<file path="src/include/pms_params.svh">
// constants for the power-mode supervisor: timing, reset values, sizes
// assumes a 10 MHz system clock; included by the supervisor design files
`ifndef PMS_PARAMS_SVH
`define PMS_PARAMS_SVH

// clock period and the watchdog's one-millisecond tick
`define PMS_CLK_PERIOD_NS 100
`define PMS_MS_NS 1000000
`define PMS_MS_CYCLES (`PMS_MS_NS / `PMS_CLK_PERIOD_NS)

// watchdog timeout after a cold start, in ms
`define PMS_WDOG_RESET_TIMEOUT 16'hffff

// settling cycles of each transition step, and reset stretch after a cause clears
`define PMS_STEP_CYCLES 8'h08
`define PMS_RST_HOLD_CYCLES 8'h10

// supply count, deep sleep memory size, index of the second buck supply
`define PMS_NUM_SUPPLIES 4
`define PMS_DSM_BYTES 128
`define PMS_SECOND_BUCK_IDX 1

`endif

</file>
<file path="src/include/pms_pkg.sv">
// types shared by the power-mode supervisor modules
// assumes pms_params.svh is included by each design file
package pms_pkg;

  // power controller states; transition steps run in this order and back
  typedef enum logic [2:0] {
    PMS_AWAKE,
    PMS_SLP_CLK_MASK,
    PMS_SLP_RESET,
    PMS_SLP_POWER_DOWN,
    PMS_ASLEEP,
    PMS_WK_POWER_UP,
    PMS_WK_RESET_RELEASE,
    PMS_WK_CLK_UNMASK
  } pms_state_type;

endpackage

</file>
<file path="src/hw/pms_supervisor.sv">
// power-mode supervisor: reset supervision, watchdog, sleep/wake sequencing,
// real-time counter and deep sleep memory
// assumes nrst is the internal power-on reset; all other pins are asynchronous
`timescale 1ns/1ns
`include "pms_params.svh"
// Function
// - hold chip reset from power-up until every monitored supply is good
// - any monitored supply losing power-good forces reset, then a cold restart
// - external reset pin may float; internal power-on reset suffices
// - watchdog is a 16-bit millisecond counter, 1 ms to about 65 s
// - watchdog expiry without rewrite resets the whole chip
// - a readable flag tells whether the last reset came from the watchdog
// - watchdog counts only while AWAKE, frozen otherwise
// - real-time counter never affects the watchdog; watchdog expiry clears the counter through chip reset
// - sleep request or USB standby starts the AWAKE to ASLEEP walk
// - wake stimuli act only in ASLEEP
// - wake seen during the sleep walk is remembered until ASLEEP
// - wake pin edge of programmed polarity wakes the chip
// - real-time counter reaching the compare value wakes the chip
// - real-time counter adds one per main tick while awake
// - counter may switch to the slow oscillator while asleep
// - slow ticks add a programmed increment to keep main-clock time
// - node and peripherals are powered down while ASLEEP
// - deep sleep memory keeps its contents throughout ASLEEP
// - failure of a monitored supply during either transition issues a full reset
module pms_supervisor import pms_pkg::*; #(
  parameter int NSUP = `PMS_NUM_SUPPLIES,
  parameter int DSM_BYTES = `PMS_DSM_BYTES,
  parameter int MS_CYCLES = `PMS_MS_CYCLES
) (
  // clock and reset
  input wire logic clk,
  input wire logic nrst,
  // pins
  input wire logic ext_rst_n,
  input wire logic [NSUP-1:0] supply_good,
  input wire logic wake_pin,
  input wire logic slow_osc,
  // sleep and wake requests
  input wire logic sleep_req,
  input wire logic usb_standby_req,
  input wire logic usb_wakeup_req,
  // sleep configuration
  input wire logic [NSUP-1:0] cfg_sleep_supply_keep,
  input wire logic cfg_sleep_pulse_skip,
  input wire logic cfg_sleep_clk_mask,
  input wire logic cfg_sleep_assert_reset,
  // wake and counter configuration
  input wire logic cfg_wake_pin_en,
  input wire logic cfg_wake_pin_pol,
  input wire logic cfg_wake_timer_en,
  input wire logic cfg_rtc_slow_en,
  input wire logic [31:0] cfg_rtc_slow_incr,
  input wire logic [63:0] cfg_rtc_compare,
  // watchdog
  input wire logic wdog_load,
  input wire logic [15:0] wdog_timeout,
  // deep sleep memory
  input wire logic dsm_we,
  input wire logic [$clog2(DSM_BYTES)-1:0] dsm_addr,
  input wire logic [7:0] dsm_wdata,
  output logic [7:0] dsm_rdata,
  // reset and power outputs
  output logic chip_rst_n,
  output logic node_rst_n,
  output logic node_power_en,
  output logic periph_power_en,
  output logic [NSUP-1:0] supply_en,
  output logic pulse_skip_supply_mode,
  output logic clk_mask,
  // status
  output logic wdog_reset_seen,
  output pms_state_type power_state,
  output logic [63:0] rtc_count
);
  typedef struct packed {
    logic [NSUP-1:0] good_m;
    logic [NSUP-1:0] good_s;
    logic [NSUP-1:0] supply_en;
    logic [NSUP-1:0] mon;
    logic pin_m;
    logic pin_s;
    logic pin_d;
    logic osc_m;
    logic osc_s;
    logic osc_d;
    logic xrst_m;
    logic xrst_s;
    logic [7:0] hold_cnt;
    logic [7:0] step_cnt;
    logic rst_n;
    logic wdog_flag;
    logic wake_pend;
    logic node_pwr;
    logic clk_mask;
    logic pskip;
    logic node_rst_n;
    pms_state_type state;
    logic [DSM_BYTES-1:0][7:0] dsm;
    logic [7:0] dsm_rdata;
  } pms_sup_state_type;

  pms_sup_state_type s_q, s_d;

  logic wd_expire;
  logic rtc_match;
  logic pwr_fail;
  logic xrst;
  logic rst_cause;
  logic sys_clr;
  logic pin_edge;
  logic wake_ev;
  logic step_done;
  logic sleep_side;

  // true for states where a wake stimulus is held for later
  function automatic logic wake_held(input pms_state_type st);
    return st inside {PMS_SLP_CLK_MASK, PMS_SLP_RESET, PMS_SLP_POWER_DOWN, PMS_ASLEEP};
  endfunction

  // reset causes; only supplies currently switched on are monitored
  assign pwr_fail = |(s_q.mon & ~s_q.good_s);
  assign xrst = ~s_q.xrst_s; // floating pin reads high through its pull-up
  assign rst_cause = pwr_fail | xrst | wd_expire;
  assign sys_clr = ~s_q.rst_n;

  // wake sources; pin and timer qualified by configuration, usb wake always taken
  assign pin_edge = cfg_wake_pin_pol ? (s_q.pin_s & ~s_q.pin_d)
                                     : (~s_q.pin_s & s_q.pin_d);
  assign wake_ev = (pin_edge & cfg_wake_pin_en) | (rtc_match & cfg_wake_timer_en)
                 | usb_wakeup_req;
  assign step_done = (s_q.step_cnt == 8'h0);
  assign sleep_side = wake_held(s_q.state);

  always_comb begin
    s_d = s_q;
    // synchronisers; first stages feed only the second
    s_d.good_m = supply_good;
    s_d.good_s = s_q.good_m;
    s_d.pin_m = wake_pin;
    s_d.pin_s = s_q.pin_m;
    s_d.pin_d = s_q.pin_s;
    s_d.osc_m = slow_osc;
    s_d.osc_s = s_q.osc_m;
    s_d.osc_d = s_q.osc_s;
    s_d.xrst_m = ext_rst_n;
    s_d.xrst_s = s_q.xrst_m;

    // chip reset held while a cause stands, then stretched
    if (rst_cause) begin
      s_d.hold_cnt = `PMS_RST_HOLD_CYCLES;
      s_d.rst_n = 1'b0;
    end else if (s_q.hold_cnt != 8'h0) begin
      s_d.hold_cnt = s_q.hold_cnt - 8'h1;
    end else begin
      s_d.rst_n = 1'b1;
    end

    // last-reset flag: watchdog sets it and wins a tie, power or pin reset clears it
    if (wd_expire) begin
      s_d.wdog_flag = 1'b1;
    end else if (pwr_fail || xrst) begin
      s_d.wdog_flag = 1'b0;
    end

    // step counter runs down inside each transition state
    if (!step_done) begin
      s_d.step_cnt = s_q.step_cnt - 8'h1;
    end

    // wake memory: set wins; dropped once off the sleep side, so a standing
    // timer match cannot carry a stale wake back into AWAKE
    if (sleep_side && wake_ev) begin
      s_d.wake_pend = 1'b1;
    end else if (!sleep_side || s_q.state == PMS_ASLEEP) begin
      s_d.wake_pend = 1'b0;
    end

    if (sys_clr) begin
      // cold start: everything but the memory and the watchdog flag returns to its power-up value
      s_d.state = PMS_AWAKE;
      s_d.supply_en = '1;
      s_d.mon = '1;
      s_d.node_pwr = 1'b1;
      s_d.clk_mask = 1'b0;
      s_d.pskip = 1'b0;
      s_d.node_rst_n = 1'b1;
      s_d.wake_pend = 1'b0;
      s_d.step_cnt = 8'h0;
    end else begin
      // fixed-order walk, reversed on wake, each step after its settle count
      unique case (s_q.state)
        PMS_AWAKE: begin
          if (sleep_req || usb_standby_req) begin
            s_d.state = PMS_SLP_CLK_MASK;
            s_d.step_cnt = `PMS_STEP_CYCLES;
            s_d.clk_mask = cfg_sleep_clk_mask;
          end
        end
        PMS_SLP_CLK_MASK: begin
          if (step_done) begin
            s_d.state = PMS_SLP_RESET;
            s_d.step_cnt = `PMS_STEP_CYCLES;
            s_d.node_rst_n = ~cfg_sleep_assert_reset;
          end
        end
        PMS_SLP_RESET: begin
          if (step_done) begin
            s_d.state = PMS_SLP_POWER_DOWN;
            s_d.step_cnt = `PMS_STEP_CYCLES;
            s_d.node_pwr = 1'b0;
            s_d.supply_en = cfg_sleep_supply_keep;
            s_d.mon = cfg_sleep_supply_keep; // switched-off supplies stop counting as failures
            s_d.pskip = cfg_sleep_pulse_skip;
          end
        end
        PMS_SLP_POWER_DOWN: begin
          if (step_done) begin
            s_d.state = PMS_ASLEEP;
          end
        end
        PMS_ASLEEP: begin
          if (s_q.wake_pend) begin
            s_d.state = PMS_WK_POWER_UP;
            s_d.step_cnt = `PMS_STEP_CYCLES;
            s_d.supply_en = '1;
            s_d.pskip = 1'b0;
          end
        end
        PMS_WK_POWER_UP: begin
          // no timeout: a supply that never comes good leaves the chip here
          if (step_done && (&s_q.good_s)) begin
            s_d.state = PMS_WK_RESET_RELEASE;
            s_d.step_cnt = `PMS_STEP_CYCLES;
            s_d.mon = '1;
            s_d.node_pwr = 1'b1;
          end
        end
        PMS_WK_RESET_RELEASE: begin
          if (step_done) begin
            s_d.state = PMS_WK_CLK_UNMASK;
            s_d.step_cnt = `PMS_STEP_CYCLES;
            s_d.node_rst_n = 1'b1;
          end
        end
        PMS_WK_CLK_UNMASK: begin
          if (step_done) begin
            s_d.state = PMS_AWAKE;
            s_d.clk_mask = 1'b0;
          end
        end
      endcase
    end

    // deep sleep memory: kept through sleep and chip resets, lost only on nrst
    if (dsm_we && s_q.state == PMS_AWAKE && s_q.rst_n) begin
      s_d.dsm[dsm_addr] = dsm_wdata;
    end
    s_d.dsm_rdata = s_q.dsm[dsm_addr];
  end

  // power-on reset holds chip reset asserted with all supplies on
  always_ff @(posedge clk or negedge nrst) begin
    if (!nrst) begin
      s_q <= '0;
      s_q.supply_en <= '1;
      s_q.mon <= '1;
      s_q.node_pwr <= 1'b1;
      s_q.node_rst_n <= 1'b1;
      s_q.xrst_m <= 1'b1;
      s_q.xrst_s <= 1'b1;
      s_q.hold_cnt <= `PMS_RST_HOLD_CYCLES;
    end else begin
      s_q <= s_d;
    end
  end

  // watchdog counts only in AWAKE, out of reset
  pms_watchdog #(
    .MS_CYCLES(MS_CYCLES)
  ) u_wdog (
    .clk(clk),
    .nrst(nrst),
    .clr(sys_clr),
    .run(s_q.state == PMS_AWAKE && s_q.rst_n),
    .load(wdog_load && s_q.rst_n),
    .timeout(wdog_timeout),
    .expire(wd_expire)
  );

  // slow mode only in ASLEEP and only when enabled
  pms_rtc u_rtc (
    .clk(clk),
    .nrst(nrst),
    .clr(sys_clr),
    .slow_mode(cfg_rtc_slow_en && s_q.state == PMS_ASLEEP),
    .slow_tick(s_q.osc_s && !s_q.osc_d),
    .incr(cfg_rtc_slow_incr),
    .compare(cfg_rtc_compare),
    .count(rtc_count),
    .match(rtc_match)
  );

  // outputs straight from state flops
  assign chip_rst_n = s_q.rst_n;
  assign node_rst_n = s_q.node_rst_n;
  assign node_power_en = s_q.node_pwr;
  assign periph_power_en = s_q.node_pwr;
  assign supply_en = s_q.supply_en;
  assign pulse_skip_supply_mode = s_q.pskip;
  assign clk_mask = s_q.clk_mask;
  assign wdog_reset_seen = s_q.wdog_flag;
  assign power_state = s_q.state;
  assign dsm_rdata = s_q.dsm_rdata;

  AST_PWR_FAIL_RESET: assert property (@(posedge clk) disable iff (!nrst)
    pwr_fail |=> !s_q.rst_n [*2])
    else $error("supply failure did not hold reset");

  AST_POR_HOLD: assert property (@(posedge clk) disable iff (!nrst)
    !s_q.rst_n && s_q.hold_cnt != 8'h0 |=> !s_q.rst_n)
    else $error("reset released before hold count ran out");

  AST_WDOG_RESET: assert property (@(posedge clk) disable iff (!nrst)
    wd_expire && !pwr_fail && !xrst |=> s_q.wdog_flag && !s_q.rst_n)
    else $error("watchdog expiry did not reset and flag");

  AST_SLEEP_ENTRY: assert property (@(posedge clk) disable iff (!nrst)
    s_q.state == PMS_AWAKE && s_q.rst_n && !rst_cause && (sleep_req || usb_standby_req)
    |=> s_q.state == PMS_SLP_CLK_MASK)
    else $error("sleep request not taken");

  AST_AWAKE_IGNORES_WAKE: assert property (@(posedge clk) disable iff (!nrst)
    s_q.state == PMS_AWAKE && !sleep_req && !usb_standby_req |=> s_q.state == PMS_AWAKE
    && !s_q.wake_pend)
    else $error("awake controller reacted to wake");

  AST_WAKE_REMEMBERED: assert property (@(posedge clk) disable iff (!nrst)
    s_q.state == PMS_SLP_RESET && s_q.rst_n && !rst_cause && wake_ev |=> s_q.wake_pend)
    else $error("wake during sleep walk lost");

  AST_ASLEEP_POWER: assert property (@(posedge clk) disable iff (!nrst)
    s_q.state == PMS_ASLEEP |-> !node_power_en && !periph_power_en)
    else $error("node powered while asleep");

endmodule // pms_supervisor

</file>
<file path="src/hw/pms_watchdog.sv">
// 16-bit millisecond watchdog with its own prescaler
// assumes run is high only while the power controller is awake
`timescale 1ns/1ns
`include "pms_params.svh"
module pms_watchdog import pms_pkg::*; #(
  parameter int MS_CYCLES = `PMS_MS_CYCLES
) (
  // clock and reset
  input wire logic clk,
  input wire logic nrst,
  // control
  input wire logic clr,
  input wire logic run,
  input wire logic load,
  input wire logic [15:0] timeout,
  // expiry, one-cycle pulse
  output logic expire
);
  localparam int PW = $clog2(MS_CYCLES + 1);

  typedef struct packed {
    logic [PW-1:0] pre;
    logic [15:0] cnt;
    logic expire;
  } pms_wdog_state_type;

  pms_wdog_state_type w_q, w_d;

  // prescaler and counter run on their own; the real-time counter never touches them
  always_comb begin
    w_d = w_q;
    w_d.expire = 1'b0;
    if (clr) begin
      w_d.pre = '0;
      w_d.cnt = `PMS_WDOG_RESET_TIMEOUT;
    end else if (load) begin
      w_d.pre = '0;
      w_d.cnt = (timeout == 16'h0) ? 16'h1 : timeout; // 1 ms is the floor
    end else if (run) begin
      if (w_q.pre == PW'(MS_CYCLES - 1)) begin
        w_d.pre = '0;
        if (w_q.cnt <= 16'h1) begin
          w_d.expire = 1'b1;
          w_d.cnt = `PMS_WDOG_RESET_TIMEOUT;
        end else begin
          w_d.cnt = w_q.cnt - 16'h1;
        end
      end else begin
        w_d.pre = w_q.pre + PW'(1);
      end
    end
  end

  always_ff @(posedge clk or negedge nrst) begin
    if (!nrst) begin
      w_q <= '0;
    end else begin
      w_q <= w_d;
    end
  end

  assign expire = w_q.expire;

  AST_WDOG_FREEZE: assert property (@(posedge clk) disable iff (!nrst)
    !run && !load && !clr |=> $stable(w_q.cnt) && $stable(w_q.pre))
    else $error("watchdog moved while frozen");

endmodule // pms_watchdog

</file>
<file path="src/hw/pms_rtc.sv">
// 64-bit real-time counter with fast and slow tick modes and compare match
// assumes slow_tick is an already synchronised one-cycle pulse
`timescale 1ns/1ns
`include "pms_params.svh"
module pms_rtc import pms_pkg::*; (
  // clock and reset
  input wire logic clk,
  input wire logic nrst,
  // control
  input wire logic clr,
  input wire logic slow_mode,
  input wire logic slow_tick,
  input wire logic [31:0] incr,
  input wire logic [63:0] compare,
  // state
  output logic [63:0] count,
  output logic match
);
  typedef struct packed {
    logic [63:0] count;
    logic match;
  } pms_rtc_state_type;

  pms_rtc_state_type r_q, r_d;

  // >= rather than == so a large slow increment cannot step over the compare
  always_comb begin
    r_d = r_q;
    r_d.match = (r_q.count >= compare);
    if (clr) begin
      r_d.count = '0;
    end else if (slow_mode) begin
      if (slow_tick) begin
        r_d.count = r_q.count + {32'h0, incr};
      end
    end else begin
      r_d.count = r_q.count + 64'h1;
    end
  end

  always_ff @(posedge clk or negedge nrst) begin
    if (!nrst) begin
      r_q <= '0;
    end else begin
      r_q <= r_d;
    end
  end

  assign count = r_q.count;
  assign match = r_q.match;

  AST_RTC_FAST: assert property (@(posedge clk) disable iff (!nrst)
    !clr && !slow_mode |=> r_q.count == $past(r_q.count) + 64'h1)
    else $error("rtc missed a main tick");

endmodule // pms_rtc

</file>
<file path="config.mk">
export PLATFORM = sky130hd
export DESIGN_NAME = pms_supervisor
export DESIGN_NICKNAME = d
export VERILOG_FILES = /design/src/include/pms_pkg.sv /design/src/hw/pms_supervisor.sv /design/src/hw/pms_watchdog.sv /design/src/hw/pms_rtc.sv
export VERILOG_INCLUDE_DIRS = /design/src /design/src/include
export SDC_FILE = /design/constraint.sdc
export NUM_CORES = 2
export LEC_CHECK = 0
export BUFFER_PORTS_ARGS = -buffer_cell sky130_fd_sc_hd__buf_2
export CORE_MARGIN = 2
export CORE_UTILIZATION = 35
export CTS_CLUSTER_DIAMETER = 100
export DETAILED_ROUTE_END_ITERATION = 12
export GPL_TIMING_DRIVEN = 0
export HOLD_SLACK_MARGIN = 0.15
export PLACE_DENSITY = 0.53
export SLEW_MARGIN = 20
export SYNTH_ARGS = -nofsm -noshare
export SYNTH_HDL_FRONTEND = slang
export SYNTH_HIERARCHICAL = 1
export SYNTH_SLANG_ARGS = --single-unit
</file>
<file path="constraint.sdc">
create_clock -name clk -period 9.7 [get_ports clk]
set_input_delay 0.485 -clock clk [delete_from_list [all_inputs] [get_ports clk]]
set_output_delay 0.485 -clock clk [all_outputs]
set_load 0.05 [all_outputs]
</file>
# --- Word-level counts from Yosys, hierarchy flattened ---
# Index checks and enable logic that the tools add are counted.
word_totals:
  regBits: 1178
  inputBits: 152
  out_inout_bits: 86
  elab_cells: 295
classes:
  addsub: 6
  magnitude_cmp: 4
  eq_ne: 25
  muxes: 60
  n_bitwise: 14
  reduce_logical: 30
op_table:
  columns: ["op", "count"]
  rows:
  - ["$bwmux 1024", 1]
  - ["$mux 64", 3]
  - ["$mux 8", 12]
  - ["$add 64x1->64 const B", 1]
  - ["$add 64x32->64", 1]
  - ["$ge 64x64->1", 1]
  - ["$mux 30", 2]
  - ["$bmux 8 s7", 1]
  - ["$demux 8 s7", 1]
  - ["$mux 16", 2]
  - ["$pmux 8 s4", 1]
  - ["$mux 31", 1]
  - ["$ne 3x3->1 const B", 9]
  - ["$pmux 3 s8", 1]
  - ["$ne 3x1->1 const B", 7]
  - ["$mux 3", 6]
  - ["$mux 17", 1]
  - ["$le 16x1->1 const B", 1]
  - ["$logic_not 16->1", 1]
  - ["$mux 1", 16]
  - ["$mux 4", 4]
  - ["$pmux 4 s2", 2]
  - ["$sub 16x1->16 const B", 1]
  - ["$sub 8x1->8 const B", 2]
  - ["other kinds (30)", 61]

# --- Logic depth before layout (Yosys ltp) ---
depth:
  ltp_word: 9
  depth_mapped: 16

# --- Hierarchy ---
# The synthesis kept the hierarchy.
by_module_without_submodules:
  columns: ["mod", "n_inst", "cells_per_inst", "area_each_um2", "seq_area_each_um2"]
  rows:
  - ["pms_supervisor", 1, 3829, 50410.8, 27092.2]
  - ["pms_rtc", 1, 876, 6981.7, 1626.6]
  - ["pms_watchdog", 1, 249, 2088.3, 775.7]

# --- Worst setup path after synthesis ---
# OpenSTA, ideal clock, no wires.
synth_path:
  path_type: "reg2reg"
  from: "register s_q (netlist bit power_state[1])"
  to: "register u_rtc.r_q (netlist bit u_rtc/count[62])"
  setup_time_ps: 128
  t_arrival_ps: 3433
  required_time_ps: 9572
  setup_slack_ps: 6140
  path_stages_with_launch: 14
  n_path_buf: 2
  synth_period_minus_slack_ps: 3560
  path_cell_list: "dfrtp_1 clkbuf_1 nor2_1 and3_1 clkbuf_1 nand2_1 fa_1 nor2b_1 o31a_2 o2111ai_2 a2111oi_4 o21ai_2 a2111oi_4 mux2_1"
synth_between:
  elab_chain_len: 4
synth_rtl:
  columns: ["element", "line", "text"]
  rows:
  - ["start, declared", "pms_supervisor.sv:103", "pms_sup_state_type s_q, s_d;"]
  - ["$eq 3x3->1 (*)", "pms_supervisor.sv:296", ".slow_mode(cfg_rtc_slow_en && s_q.state == PMS_ASLEEP),"]
  - ["$logic_and 1x1->1 (*)", "pms_supervisor.sv:296", null]
  - ["$mux 64", "pms_rtc.sv:32", "end else if (slow_mode) begin"]
  - ["$mux 64", "pms_rtc.sv:30", "if (clr) begin"]
  - ["end signal, assigned", "pms_rtc.sv:45", "r_q <= r_d;"]
  - ["end, declared", "pms_rtc.sv:24", "pms_rtc_state_type r_q, r_d;"]
# Every way passes the cells marked *; elsewhere a longest branch is shown, timed or not.
# A chain may end at the register's enable or synchronous reset.

==> qor.tcl <==
set qor(die_area_sq_mm) 0.173
set qor(hp-class) {in2reg}
set qor(finish.cell_count_without_fillers) 7711
set qor(drt_drc_violations_left) 0
set qor(core_area_sq_mm) 0.169
set qor(worst_hold_path.num_cells) 5
set qor(layout.filler_cells) 16100
set qor(cts-buffers-inserted) 140
set qor(die_y_um) 416
set qor(routed-via-count) 48100
set qor(cts_tree) {yes}
set qor(groute.usage.overall_pct) 31.5
set qor(clkLatencyLatePin_ns) 0.83
set qor(synth.avg_cell_area_sq_um) 12.0
set qor(kind_of_start_point_of_the_critical_path) {primary input}
set qor(grt_overflow) 0
set qor(floorplan.initialDensity_pct) 35.2
set qor(dominantRegCellSynth) {dfrtp_1}
set qor(synth-async-reset-ratio_pct) 100
set qor(power.leakage_nw) 32.7
set qor(routed_wire_length_per_instance_um) 36.1
set qor(worst_path_largest_cell_delay_ns) 1.08
set qor(grt_first_pass_wirelength_um) 380000
set qor(most_common_cell_after_layout_fill_and_taps_aside) {dfrtp_1}
set qor(cp.required_ns) 10.22
set qor(report.power.total_mw) 11.4
set qor(skew_ns) 0.0356
set qor(synth_seq_area_share_pct) 49.6
set qor(floorplan.io_pins) 238
set qor(row_count) 151
set qor(initial_drc_count) 5935
set qor(post_synth_num_cell_types) 114
set qor(power_density_mw_per_mm2) 165
set qor(timing_max_transition_violations_final) 0
set qor(post_route_cells_drive_above_1_share_pct) 35.2
set qor(final.period_utilization_pct) 52.0
set qor(antenna_violating_nets_post_route) 0
set qor(largest_net_degree_at_the_start_of_global_routing) 123
set qor(rsz_0062_raised_after_global_routing) {false}
set qor(totalNegativeSetupSlack_ns) 0
set qor(first_global_vias) 46400
set qor(dpl.cell_count) 7414
set qor(critPathArrivalTime_ns) 5.56
set qor(grt_antenna_before_repair) 26
set qor(synthTopCellsByArea) {dfrtp_1 49%, mux2_2 21%, a221oi_1 2.8%}
set qor(cts_clk_pin_slew_worst_paths_ns) 0.06
set qor(finalHoldViolCount) 0
set qor(htree_num_levels) 4
set qor(ctsLongestPathBuffers) 3
set qor(worstSetupEndpointType) {flip-flop}
set qor(yosys_register_bits) 1178
set qor(cts_num_sinks) 1178
set qor(clock_tree_root_buffer_cell) {clkbuf_16}
set qor(area_delta_synth_final_pct) 16.0
set qor(synthCells) 4954
set qor(synthXorXnorAreaFrac_pct) 0.471
set qor(vias_per_cell) 6.24
set qor(cell_breakdown_of_the_critical_path) {buf_2 > buf_6 > buf_4 > inv_2 > clkbuf_1 > clkbuf_2 > o221ai_1 > o211a_1 > o31ai_1 > nand4b_1}
set qor(synth_top_family_by_area) {multiplexers}
set qor(synth_top_cell_area_share_pct) 49.0
set qor(drt_first_pass_iters) 7
set qor(placement.io_buffers) 227
set qor(mappedNetlistNets) 5211
set qor(critical_path.max_fanout) 10
set qor(cell_accounting_for_the_most_synthesized_area) {dfrtp_1}
set qor(post_synthesis_share_of_cell_area_spent_on_and_or_nand_and_nor_gates_pct) 8.45
set qor(yosys-mux-area-fraction_pct) 22.8
set qor(relSlewSlack_pct) 7.13
set qor(ys_warn_count) 6
set qor(irDropWorstVdd_v) 0.000149
set qor(synth_edf_count) 0
set qor(synthAdderAreaFrac_pct) 2.22
set qor(synthesis.area_sq_mm) 0.0595
set qor(max_fclk_mhz) 198
set qor(timing_worst_slew_pin_value_ns) 1.38
set qor(finalSetupViolCount) 0
set qor(slowest_cell_on_crit_path) {o31ai_1}
set qor(timing.final.crit_period_ns) 5.04
set qor(rr_worst_depth) 15
set qor(layout_common_cells) {1,165 x dfrtp_1, 1,083 x mux2_2, 328 x buf_2, 239 x a21oi_1, 237 x nand2_1}
set qor(setup.worst_path.class) {in2reg}
set qor(drt-total-wl_um) 278000
set qor(die-width_um) 416
set qor(finish.net_count) 5632
set qor(gp_routability_congestion) 1.05
set qor(synth-compound-area-share_pct) 12.9
set qor(hpwlAfterDp_um) 195000
set qor(maxCapViolations) 0
set qor(status) {finished, final reports clean}
-- synth_stat cells, drive strengths merged, types with 10 or more instances --
library cell	count
dfrtp	1165
mux2	1117
nor2	267
nand2	247
a21oi	242
clkbuf	226
a221oi	189
o21ai	158
buf	146
inv	109
ha	104
a22oi	98
nor3	60
mux2i	58
and2	53
nand3	42
nand4	40
nor2b	40
a211oi	38
o22ai	29
a221o	26
a21o	24
nor4	24
and3	23
o31ai	23
a31oi	22
o211ai	22
or3	22
nand2b	21
mux4	19
o221ai	19
o21a	16
or4	16
xnor2	16
xor2	16
o2bb2ai	14
a222oi	13
dfstp	13
a311oi	11
a22o	10
-- critical path: cells and delay by family --
kind                   cells  cell delay (ns)
AOI/OAI and AO/OA          3             1.93
and+or+nand+nor            1             0.47
buffers and inverters      6             2.60
-- report_power, final --
part	switching (mW)	leakage [nW]	total [mW]	internal (mW)
clock network	2.28	2.34	5.49	3.21
registers	0.00336	16.3	4.93	4.92
logic	0.772	14.1	0.950	0.178
total	3.05	32.7	11.4	8.32
-- layer usage --
metal	global-route usage (%)	wire, um
met4	18.2	18300
met5	1.03	314
met1	41.1	112000
met3	11.3	31800
met2	44.8	116000
-- final timing paths --
check	start	endpoint	slack, ns
hold reg to reg	s_d[1061]	s_d[1060]	0.35
max in group asynchronous	nrst	u_wdog/w_q[20]	6.64
setup / recovery	dsm_addr[1]	dsm_rdata[4]	4.66
hold / removal	cfg_rtc_slow_incr[0]	u_rtc/count[0]	0.19
setup reg to reg	power_state[1]	u_rtc/count[51]	4.84
min in group asynchronous	nrst	s_q[755]	0.68
-- kinds of logic after synthesis --
| logic type | Yosys count |
|---|---|
| AOI/OAI and AO/OA | 1063 |
| xor gates and xnor gates | 32 |
| muxes | 1194 |
| buffers and inverters | 483 |
| and+or+nand+nor | 899 |
| adders and majority gates | 105 |
| DFF | 1178 |
-- per-stage QoR --
step	utilization (%)	cell area [sq um]	hold WS, ns	setup slack [ns]
CTS	40.8	68900	0.157	4.86
global route	40.8	69000	0.214	4.44
floorplan	-	59500	0.189	6.14
global placement	37.5	63400	0.336	-19.06
finish	40.8	69000	0.195	4.66
detailed placement	37.8	63900	0.337	4.10
-- cell type report --
type                       count  area (sq um)  area share [%]
clock buffer                 208          4230            6.13
timing repair buffer         279          1910            2.76
antenna                       12          30.0          0.0435
multi-input combinational   3293         27900            40.4
inverter                     111           417           0.604
clock inverter                40           497           0.720
buffer                       372          1770            2.56
tap                         2218          2780            4.02
sequential                  1178         29500            42.7
-- state kept, by name, indices dropped and copies added (netlist names), 3 cells and up --
signal	flops
s_q	1052
u_rtc/count	64
u_wdog/w_q	30
s_d	9
dsm_rdata	8
supply_en	4
power_state	3
-- repair_timing --
| action | 4_1_cts | 5_1_grt |
|---|---|---|
| hold buffers | 33 | 0 |
| hold endpoints to repair | 273 | 0 |
| setup buffers | 0 | 0 |
| gates resized for setup | 0 | 0 |
No activity file was read; power rests on OpenSTA's default activity.
